File: config.mk
export PLATFORM = sky130hd
export DESIGN_NAME = ppo_ctrl
export DESIGN_NICKNAME = d
export VERILOG_FILES = /design/src/ppo_pkg.sv /design/src/ppo_ctrl.sv /design/src/ppo_esd_sync.sv /design/src/ppo_port_cut.sv
export SDC_FILE = /design/constraint.sdc
export NUM_CORES = 1
export LEC_CHECK = 0
export BUFFER_PORTS_ARGS = -buffer_cell sky130_fd_sc_hd__buf_4
export CAP_MARGIN = 40
export CORE_ASPECT_RATIO = 0.75
export CORE_UTILIZATION = 45
export DETAILED_ROUTE_END_ITERATION = 8
export GPL_ROUTABILITY_DRIVEN = 0
export PLACE_DENSITY = 0.74
export SKIP_CTS_REPAIR_TIMING = 1
export SYNTH_ARGS = -nofsm -noshare
export SYNTH_HDL_FRONTEND = slang
export SYNTH_SLANG_ARGS = --single-unit
File: constraint.sdc
create_clock -name sys_clk -period 1.3 [get_ports sys_clk]
set_clock_uncertainty 0.1 [all_clocks]
set_input_delay 0.195 -clock sys_clk [delete_from_list [all_inputs] [get_ports sys_clk]]
set_output_delay 0.195 -clock sys_clk [all_outputs]
set_load 0.01 [all_outputs]
File: src/ppo_pkg.sv
/*
 * ppo_pkg: constants for the per-port priority and overload control register
 * of one four-port quad.
 * assumes: a serial management front end hands over decoded register strobes.
 */
package ppo_pkg;

    // ------------------------------------------------------------
    // register map
    // ------------------------------------------------------------
    localparam int unsigned PPO_NUM_PORTS   = 4;
    localparam int unsigned PPO_NUM_PAIRS   = 2;
    localparam int unsigned PPO_REG_WIDTH   = 8;
    localparam int unsigned PPO_ADDR_WIDTH  = 8;
    localparam logic [7:0]  PPO_CTRL_ADDR   = 8'h15;
    localparam logic [7:0]  PPO_CTRL_RESET  = 8'h00;
    localparam int unsigned PPO_SHED_LSB    = 4;
    localparam int unsigned PPO_INHIBIT_LSB = 0;
    localparam logic [7:0]  PPO_RDATA_IDLE  = 8'h00;

    // ------------------------------------------------------------
    // timing
    // ------------------------------------------------------------
    // pin to shutdown flag, in enabled clock edges
    localparam int unsigned PPO_ESD_LATENCY = 3;

    function automatic logic ppo_ctrl_hit(input logic [7:0] addr);
        ppo_ctrl_hit = (addr == PPO_CTRL_ADDR);
    endfunction

endpackage

File: src/ppo_ctrl.sv
/*
 * ppo_ctrl: per-port shed priority and overload cutoff inhibit register for
 * a four-port quad, with emergency shutdown shedding.
 * assumes: the serial management front end delivers one-cycle read and write
 * strobes with address and data; the quad reset command arrives as a pulse;
 * the port state machines act on the power-off and clear pulses.
 */
`timescale 1ns/1ps
// Operation
// - shed bit 0 keeps port, 1 removes power
// - shed bits used only when multilevel select 0
// - quad reset clears all four shed bits
// - shutdown event on shutdown pin going high
// - shed ports get full power-off command actions
// - inhibit acts only on powered-good ports
// - inhibit 0 cuts overload, 1 keeps power
// - overcurrent and disconnect still cut when inhibited
// - overload event flagged and interrupts despite inhibit
// - all eight bits read back as written
// - shutdown clears shed ports' detect and classify enables
module ppo_ctrl
    import ppo_pkg::*;
#(
    parameter int unsigned NUM_PORTS = PPO_NUM_PORTS
)
(
    input  wire logic                      sys_clk,
    input  wire logic                      rst_b,
    input  wire logic                      clk_en,
    input  wire logic [PPO_ADDR_WIDTH-1:0] reg_addr,
    input  wire logic                      reg_wr,
    input  wire logic [PPO_REG_WIDTH-1:0]  reg_wdata,
    input  wire logic                      reg_rd,
    output logic      [PPO_REG_WIDTH-1:0]  reg_rdata,
    input  wire logic                      quad_reset,
    input  wire logic                      multilevel_priority_select,
    input  wire logic                      emergency_shutdown_input,
    input  wire logic [NUM_PORTS-1:0]      port_power_good,
    input  wire logic [NUM_PORTS-1:0]      port_overload_exceeded,
    input  wire logic [NUM_PORTS-1:0]      port_overcurrent_fault,
    input  wire logic [NUM_PORTS-1:0]      port_pd_disconnected,
    input  wire logic [PPO_NUM_PAIRS-1:0]  port_four_pair_mode,
    output logic      [NUM_PORTS-1:0]      port_shed_on_emergency,
    output logic      [NUM_PORTS-1:0]      port_overload_cutoff_inhibit,
    output logic      [NUM_PORTS-1:0]      port_power_off_command,
    output logic      [NUM_PORTS-1:0]      port_detect_class_clear,
    output logic      [NUM_PORTS-1:0]      two_pair_overload_event,
    output logic      [PPO_NUM_PAIRS-1:0]  four_pair_overload_event,
    output logic                           emergency_shutdown_flag
);

    // ------------------------------------------------------------
    // elaboration check
    // ------------------------------------------------------------
    // the register packs two fields of one bit per port into 8 bits
    if (NUM_PORTS != PPO_NUM_PORTS) begin : g_bad_ports
        $error("ppo_ctrl: NUM_PORTS must be 4");
    end

    logic [PPO_REG_WIDTH-1:0] ctrl_reg;
    logic [PPO_REG_WIDTH-1:0] ctrl_next;
    logic [PPO_REG_WIDTH-1:0] rdata_reg;
    logic [PPO_REG_WIDTH-1:0] rdata_next;
    logic [NUM_PORTS-1:0]     shed_active;
    logic [NUM_PORTS-1:0]     ovl_evt;
    logic [NUM_PORTS-1:0]     pair_mode_wide;
    logic [NUM_PORTS-1:0]     tp_evt_reg;
    logic [NUM_PORTS-1:0]     tp_evt_next;
    logic [PPO_NUM_PAIRS-1:0] fp_evt_reg;
    logic [PPO_NUM_PAIRS-1:0] fp_evt_next;
    logic                     esd_event;
    logic                     wr_hit;
    logic                     rd_hit;

    // ------------------------------------------------------------
    // register file
    // ------------------------------------------------------------
    always_comb begin
        wr_hit    = reg_wr & ppo_ctrl_hit(reg_addr);
        rd_hit    = reg_rd & ppo_ctrl_hit(reg_addr);
        ctrl_next = ctrl_reg;
        if (wr_hit) begin
            ctrl_next = reg_wdata;
        end
        if (quad_reset) begin
            // reset command beats a write to the same field
            ctrl_next[PPO_SHED_LSB +: NUM_PORTS] = '0;
        end
        rdata_next = rdata_reg;
        if (rd_hit) begin
            rdata_next = ctrl_reg;
        end else if (reg_rd) begin
            rdata_next = PPO_RDATA_IDLE;
        end
    end

    always_ff @(posedge sys_clk or negedge rst_b) begin
        if (!rst_b) begin
            ctrl_reg  <= PPO_CTRL_RESET;
            rdata_reg <= PPO_RDATA_IDLE;
        end else if (clk_en) begin
            ctrl_reg  <= ctrl_next;
            rdata_reg <= rdata_next;
        end
    end

    assign reg_rdata                    = rdata_reg;
    assign port_shed_on_emergency       = ctrl_reg[PPO_SHED_LSB +: NUM_PORTS];
    assign port_overload_cutoff_inhibit = ctrl_reg[PPO_INHIBIT_LSB +: NUM_PORTS];

    // ------------------------------------------------------------
    // emergency shutdown
    // ------------------------------------------------------------
    ppo_esd_sync u_esd_sync (
        .sys_clk    (sys_clk),
        .rst_b      (rst_b),
        .clk_en     (clk_en),
        .pin_in     (emergency_shutdown_input),
        .rise_pulse (esd_event)
    );

    assign emergency_shutdown_flag = esd_event;

    // multilevel scheme lives elsewhere; this field then sheds nothing
    assign shed_active = port_shed_on_emergency & {NUM_PORTS{~multilevel_priority_select}};

    // ------------------------------------------------------------
    // per-port cutoff
    // ------------------------------------------------------------
    for (genvar p = 0; p < NUM_PORTS; p++) begin : g_port
        ppo_port_cut u_cut (
            .sys_clk            (sys_clk),
            .rst_b              (rst_b),
            .clk_en             (clk_en),
            .power_good         (port_power_good[p]),
            .overload_exceeded  (port_overload_exceeded[p]),
            .overcurrent_fault  (port_overcurrent_fault[p]),
            .pd_disconnected    (port_pd_disconnected[p]),
            .cutoff_inhibit     (port_overload_cutoff_inhibit[p]),
            .shed_active        (shed_active[p]),
            .esd_event          (esd_event),
            .power_off_cmd      (port_power_off_command[p]),
            .overload_event     (ovl_evt[p]),
            .detect_class_clear (port_detect_class_clear[p])
        );
    end

    // ------------------------------------------------------------
    // overload event routing
    // ------------------------------------------------------------
    // limit raise by the host ends the condition, not this logic
    always_comb begin
        for (int j = 0; j < PPO_NUM_PAIRS; j++) begin
            pair_mode_wide[2*j]   = port_four_pair_mode[j];
            pair_mode_wide[2*j+1] = port_four_pair_mode[j];
            fp_evt_next[j]        = port_four_pair_mode[j] & (|ovl_evt[2*j +: 2]);
        end
        tp_evt_next = ovl_evt & ~pair_mode_wide;
    end

    always_ff @(posedge sys_clk or negedge rst_b) begin
        if (!rst_b) begin
            tp_evt_reg <= '0;
            fp_evt_reg <= '0;
        end else if (clk_en) begin
            tp_evt_reg <= tp_evt_next;
            fp_evt_reg <= fp_evt_next;
        end
    end

    assign two_pair_overload_event  = tp_evt_reg;
    assign four_pair_overload_event = fp_evt_reg;

    // ------------------------------------------------------------
    // assertions
    // ------------------------------------------------------------
    logic [NUM_PORTS-1:0] fault_cut;
    logic [NUM_PORTS-1:0] any_cut;
    logic [NUM_PORTS-1:0] inhibit_keep;

    assign fault_cut    = port_power_good & (port_overcurrent_fault | port_pd_disconnected);
    assign any_cut      = fault_cut | (port_power_good & port_overload_exceeded & ~port_overload_cutoff_inhibit);
    assign inhibit_keep = port_power_good & port_overload_exceeded & port_overload_cutoff_inhibit
                        & ~port_overcurrent_fault & ~port_pd_disconnected;

    // ------------------------------------------------------------
    // register port, freeze and routing checks
    // ------------------------------------------------------------
    logic [NUM_PORTS-1:0] normal_cut;
    logic                 wr_miss;

    // plain overload cut, the case an inhibit bit of 1 prevents
    assign normal_cut = port_power_good & port_overload_exceeded & ~port_overload_cutoff_inhibit;
    assign wr_miss    = reg_wr & ~ppo_ctrl_hit(reg_addr);
endmodule

File: src/ppo_esd_sync.sv
/*
 * ppo_esd_sync: two-flop synchroniser and rising-edge detector for the
 * emergency shutdown pin.
 * assumes: pin may be asynchronous; clk_en freezes all state.
 */
`timescale 1ns/1ps
module ppo_esd_sync
    import ppo_pkg::*;
(
    input  wire logic sys_clk,
    input  wire logic rst_b,
    input  wire logic clk_en,
    input  wire logic pin_in,
    output logic      rise_pulse
);

    logic sync1_reg;
    logic sync2_reg;
    logic prev_reg;
    logic rise_reg;
    logic rise_next;

    // ------------------------------------------------------------
    // edge detect
    // ------------------------------------------------------------
    // sync1 feeds only sync2, never the edge logic
    always_comb begin
        rise_next = sync2_reg & ~prev_reg;
    end

    always_ff @(posedge sys_clk or negedge rst_b) begin
        if (!rst_b) begin
            sync1_reg <= 1'b0;
            sync2_reg <= 1'b0;
            prev_reg  <= 1'b0;
            rise_reg  <= 1'b0;
        end else if (clk_en) begin
            sync1_reg <= pin_in;
            sync2_reg <= sync1_reg;
            prev_reg  <= sync2_reg;
            rise_reg  <= rise_next;
        end
    end

    assign rise_pulse = rise_reg;

endmodule

File: src/ppo_port_cut.sv
/*
 * ppo_port_cut: power-off and overload event decision for one port.
 * assumes: fault and overload inputs are already qualified by the port
 * timers (overload means limit exceeded past its tolerance time).
 */
`timescale 1ns/1ps
module ppo_port_cut
    import ppo_pkg::*;
(
    input  wire logic sys_clk,
    input  wire logic rst_b,
    input  wire logic clk_en,
    input  wire logic power_good,
    input  wire logic overload_exceeded,
    input  wire logic overcurrent_fault,
    input  wire logic pd_disconnected,
    input  wire logic cutoff_inhibit,
    input  wire logic shed_active,
    input  wire logic esd_event,
    output logic      power_off_cmd,
    output logic      overload_event,
    output logic      detect_class_clear
);

    logic off_reg;
    logic off_next;
    logic ovl_evt_reg;
    logic ovl_evt_next;
    logic clr_reg;
    logic clr_next;
    logic ovl_prev_reg;
    logic cut_cause;

    // ------------------------------------------------------------
    // decision
    // ------------------------------------------------------------
    always_comb begin
        // inhibit only masks the overload term, faults still cut
        cut_cause    = power_good & ((overload_exceeded & ~cutoff_inhibit)
                     | overcurrent_fault | pd_disconnected);
        off_next     = cut_cause | (esd_event & shed_active);
        // one event per overload onset, reported even when inhibited
        ovl_evt_next = power_good & overload_exceeded & ~ovl_prev_reg;
        clr_next     = esd_event & shed_active;
    end

    always_ff @(posedge sys_clk or negedge rst_b) begin
        if (!rst_b) begin
            off_reg      <= 1'b0;
            ovl_evt_reg  <= 1'b0;
            clr_reg      <= 1'b0;
            ovl_prev_reg <= 1'b0;
        end else if (clk_en) begin
            off_reg      <= off_next;
            ovl_evt_reg  <= ovl_evt_next;
            clr_reg      <= clr_next;
            ovl_prev_reg <= power_good & overload_exceeded;
        end
    end

    assign power_off_cmd      = off_reg;
    assign overload_event     = ovl_evt_reg;
    assign detect_class_clear = clr_reg;

endmodule

; ---- After elaboration in Yosys (flattened, before gate mapping)
; Cells that the tools add are included.
[op_classes]
n_reduce_logical = 7
n_mux = 4
bitwise = 50
n_div = 0
n_eq_ne = 1
n_shift = 0
multipliers = 0
magnitude_cmp = 0
n_addsub = 0
[ops]
columns = cell, count
row1 = 1-bit bitwise AND, 25
row2 = 8-bit 2-to-1 mux, 3
row3 = 1-bit OR, 12
row4 = 1-bit inverter, 10
row5 = 4-bit bitwise AND, 2
row6 = "8-bit by 5-bit == test with 1-bit output, second input constant", 1
row7 = 2-bit AND reduction, 3
row8 = 4-bit 2-to-1 mux, 1
row9 = 4-bit inverter, 1
row10 = 2-bit nonzero test, 2
row11 = 2-bit OR reduction, 2
[totals]
elab_cells = 87
memories = 0
inputBits = 42
mem_bits_rw = 0
out_inout_bits = 31
regBits = 42
romBits = 0
latchBits = 0

; ---- Depth between registers and ports, before layout
[logic_depth]
word_depth = 6
depth_mapped = 5
depth_no_buf = 3

; ---- By module
; From an unflattened synthesis, not the netlist that was laid out.
[hier_totals]
cells_unflattened = 171
hier_area_um2 = 1904.3
[modules_own_cells]
columns = module, seq_area_each_um2, instances, area_each_um2, cells_per_inst
row1 = ppo_ctrl, 550.5, 1, 1008.5, 97
row2 = ppo_port_cut, 100.1, 4, 186.4, 16
row3 = ppo_esd_sync, 100.1, 1, 150.1, 10

; ---- Worst setup path after synthesis
; OpenSTA, ideal clock, no wires.
[synth_timing]
kind = input to register
from = input reg_addr[5]
to = register ctrl_reg[0]
t_required_ns = 1.075
slack_ns = 0.022
setup_time_ns = 0.125
cell_stages = 3
n_path_buf = 0
t_arrival_ns = 1.054
path_cell_list = nor4b_4 nand4_4 mux2_2
[synth_via]
elab_chain_len = 3
[synth_rtl]
columns = item, line
row1 = "start, declared", ppo_ctrl.sv:30  ; input wire logic [PPO_ADDR_WIDTH-1:0] reg_addr,
row2 = 8-bit by 5-bit == test with 1-bit output, --
row3 = 1-bit bitwise AND, ppo_ctrl.sv:79  ; wr_hit = reg_wr & ppo_ctrl_hit(reg_addr);
row4 = 2-bit AND reduction (no line), --
row5 = "end signal, assigned", ppo_ctrl.sv:102  ; ctrl_reg <= ctrl_next;
row6 = "end, declared", ppo_ctrl.sv:60  ; logic [PPO_REG_WIDTH-1:0] ctrl_reg;
; Every way passes these cells.
; A chain may end at the register's enable or synchronous reset.

; ---- Worst setup path in the final report
[layout_timing]
from = register ctrl_reg[2]
to = output port_overload_cutoff_inhibit[2]
[layout_rtl]
columns = item, line
row1 = "end, declared", ppo_ctrl.sv:44  ; output logic [NUM_PORTS-1:0] port_overload_cutoff_inhibit,
; No word-level cell between the ends.

==> Flow_metrics.wiki <==
{| class="wikitable"
! Metric !! Value
|-
| Outcome || finished clean
|-
| Hold-critical path depth || 2
|-
| Combined global-route utilization of all metal layers || 19.4%
|-
| Yosys cell types || 27
|-
| Met3 wire len || 266 um
|-
| Initial DRC count || 61
|-
| Initial standard-cell utilization of the core || 47.5%
|-
| Met1 Wirelength || 1.94 mm
|-
| Worst setup path category || flip-flop to output pin
|-
| Flop2flop setup slack || 0.14 ns
|-
| Met2 wirelength from detailed routing || 1.81 mm
|-
| Design internal power || between 2000 and 2500 uW
|-
| Switching part of the total power || 22.1%
|-
| Synthesized area per cell || 10.2 sq um
|-
| Number of buffers added by the clock tree synthesis step || 5
|-
| Final-report setup violation count || 0
|-
| Routed WL per cell || ~13 um
|-
| End of the worst register-to-register path || ctrl_reg[7]
|-
| Placed Instance Area || approximately 2500 sq um
|-
| Max rail drop VDD || 0.615 mV
|-
| Number of sinks driven by the clock tree || between 40 and 50
|-
| Share of the yosys chip area belonging to registers || between 50% and 60%
|-
| Predominant post-synthesis flop cell || dfrtp_1
|-
| Setup repair after global routing missed its margin || false
|-
| First-pass GRT wire length || 6.67 mm
|-
| Post-placement worst setup slack || -0.174 ns
|-
| Number of inserted filler cells in the final layout || 348
|-
| Beginning of the critical path || ctrl_reg[2]
|-
| Number of cells on the worst reg-to-reg path || 3
|-
| Net total in the final layout || 300
|-
| # H-tree levels || 2
|-
| Final-layout worst hold slack || approximately 0.031 ns
|-
| Number of synthesized register bits || 42
|-
| Slew at the pin closest to its max-slew limit || 0.511 ns
|-
| Fin crit period || 1.26 ns
|-
| Overall overflow remaining after global route || 0
|-
| Buffer cell driving the clock tree root || clkbuf_8
|-
| EDFF count, synth || 0
|-
| Via count of the first global-routing pass || around 1400
|-
| Most common library cell in the layout ignoring fill and taps || buf_4
|-
| Initial antenna violation count || 0
|-
| Ratio of total power to cell area || 1180 nW/um^2
|-
| Area of the core || 4080 sq um
|-
| Clock share of power || approximately 40%
|-
| Routed Antenna Nets || 0
|-
| R2R Path Start || ctrl_reg[7]
|-
| Total negative slack for setup checks || 0 ns
|-
| Util after Layout || 64.8%
|-
| Total wire length || ~4 mm
|-
| Area added between synthesis and finish || 36.7%
|-
| Number of iterations in the first detailed-routing pass || 4
|-
| Highest Signal Layer || met4
|-
| Sequential Power Share || between 40% and 50%
|-
| Die X || 77.7 um
|-
| Layout cells sized above 1 || 37.5%
|-
| Synthesized netlist net count || approximately 230
|-
| Arrival time at the worst endpoint || between 0.9 and 1 ns
|-
| Maxcap violations || 0
|-
| Share of the cycle needed by the critical path after routing || 96.6%
|-
| Highest attainable clock frequency || 796 MHz
|-
| Top fanout value on the critical path || 3
|-
| Overall die area || 4570 sq um
|-
| Last element of the critical path || port_overload_cutoff_inhibit[2]
|-
| Most used cells in the layout excluding fill and tap cells || buf_4 (79), dfrtp_1 (42), nand2_1 (26), o21ai_0 (22), inv_1 (17)
|-
| Cell leakage power || approximately 0.0013 uW
|-
| Clock latency of the later-clocked register in the worst-skew pair || 0.29 ns
|-
| Rel. slew slack || around 66%
|-
| Yosys warns || 0
|-
| Post-Synthesis Cell Area || 1940 sq um
|-
| Standard-cell rows || 20
|-
| DIE HEIGHT || slightly below 60 um
|-
| Critical path data required time || 1.00 ns
|-
| Maximum root-to-sink buffer count || 2
|-
| Final HPWL DP || 3.12 mm
|-
| Synthesized instance count || 190
|-
| Crit. End Element || output pin
|-
| Post-route standard cell area excluding fillers || 2650 sq um
|-
| Count of endpoints failing hold in the final timing report || 0
|-
| Routed vias || between 1500 and 2000
|-
| Clock-pin slew of the registers on the worst-case setup and hold paths || 0.08 ns
|-
| Number of diodes || 0
|-
| I/O pin count || 73
|-
| Final Max Tran Viols || 0
|-
| Share of synthesized registers carrying an async set or reset || between 90% and 100%
|-
| Power share of the combinational group || 13.3%
|-
| Sw Pwr || 689 uW
|-
| Number of buffers inserted by port buffering || 72
|-
| Kind of start point of the critical path || flip-flop
|-
| Vias per Instance || 4.88
|-
| CTS tree || yes
|-
| Crit path setup slack, layout || between 0.04 and 0.05 ns
|-
| Remaining design rule violation count || 0
|-
| Pin count of the biggest net entering global routing || between 40 and 50
|-
| Hold WC Path Type || primary input to flip-flop
|}
power by group through the flow:
stage | clock network [uW] | registers, uW | logic, uW
final | 1260 | 1440 | 413
after global routing | 1350 | 1450 | 458
after CTS | 1270 | 1440 | 417
after detailed placement | 0 | 1460 | 417
after global placement | 0 | 1460 | 409
after floorplan | 0 | 1460 | 185
per-layer routing:
metal / track usage (%) / vias up
met5: 0 / -
met4: 5.66 / 0
met3: 5.27 / 6
met2: 29.7 / 54
met1: 27.2 / 703
li1: - / 769
worst min path at each step:
stage	start	to	slack, ns
3_5_place_dp	rst_b	four_pair_overload_event[0]	0.11
2_1_floorplan	rst_b	ctrl_reg[0]	-0.20
5_1_grt	emergency_shutdown_input	u_esd_sync.sync1_reg	0.02
3_3_place_gp	rst_b	four_pair_overload_event[0]	0.11
4_1_cts	rst_b	g_port[0].u_cut.detect_class_clear	-0.21
6_report	emergency_shutdown_input	u_esd_sync.sync1_reg	0.03
cell families (layout without fill, tap and decap cells):
group / after synthesis / in the layout / synth area share, %
buf+inv: 37 / 106 / 9.76
mux: 9 / 9 / 5.04
flops: 42 / 42 / 54.3
simple gates: 62 / 62 / 18.0
compound gates: 40 / 40 / 12.9
critical path: stages (launching register included):
cell     delay (ns)
dfrtp_1        0.39
buf_4          0.15
buf_4          0.14
synth_stat cells (2+ instances only):
cell type	instances	area [sq um]
o211ai_1	2	15.0
o31ai_1	5	37.5
clkbuf_1	4	15.0
a31oi_1	4	25.0
nand3b_1	4	30.0
nor2b_1	9	56.3
nand2_1	26	97.6
mux2i_1	3	30.0
a41o_1	4	40.0
buf_4	12	90.1
nand2b_1	3	18.8
mux2_2	6	67.6
nor2_1	5	18.8
buf_2	4	20.0
o21ai_0	22	110
dfrtp_1	42	1050
inv_1	17	63.8
nand3_1	9	45.0
cell type report:
class | count | area (sq um) | area share [%]
clock buffers | 6 | 82.6 | 3.12
repair buffers | 81 | 623 | 23.6
flip-flops and latches | 42 | 1050 | 39.7
well taps | 55 | 68.8 | 2.60
inverters | 17 | 63.8 | 2.41
clock inverters | 2 | 60.1 | 2.27
multi-input cells | 111 | 696 | 26.3
stage by stage:
stage | std cells | power [uW]
after floorplan | 190 | 1640
after global placement | 305 | 1870
after detailed placement | 305 | 1880
after CTS | 313 | 3120
after global routing | 314 | 3250
final | 314 | 3110
Power figures use the tool's default switching activity.
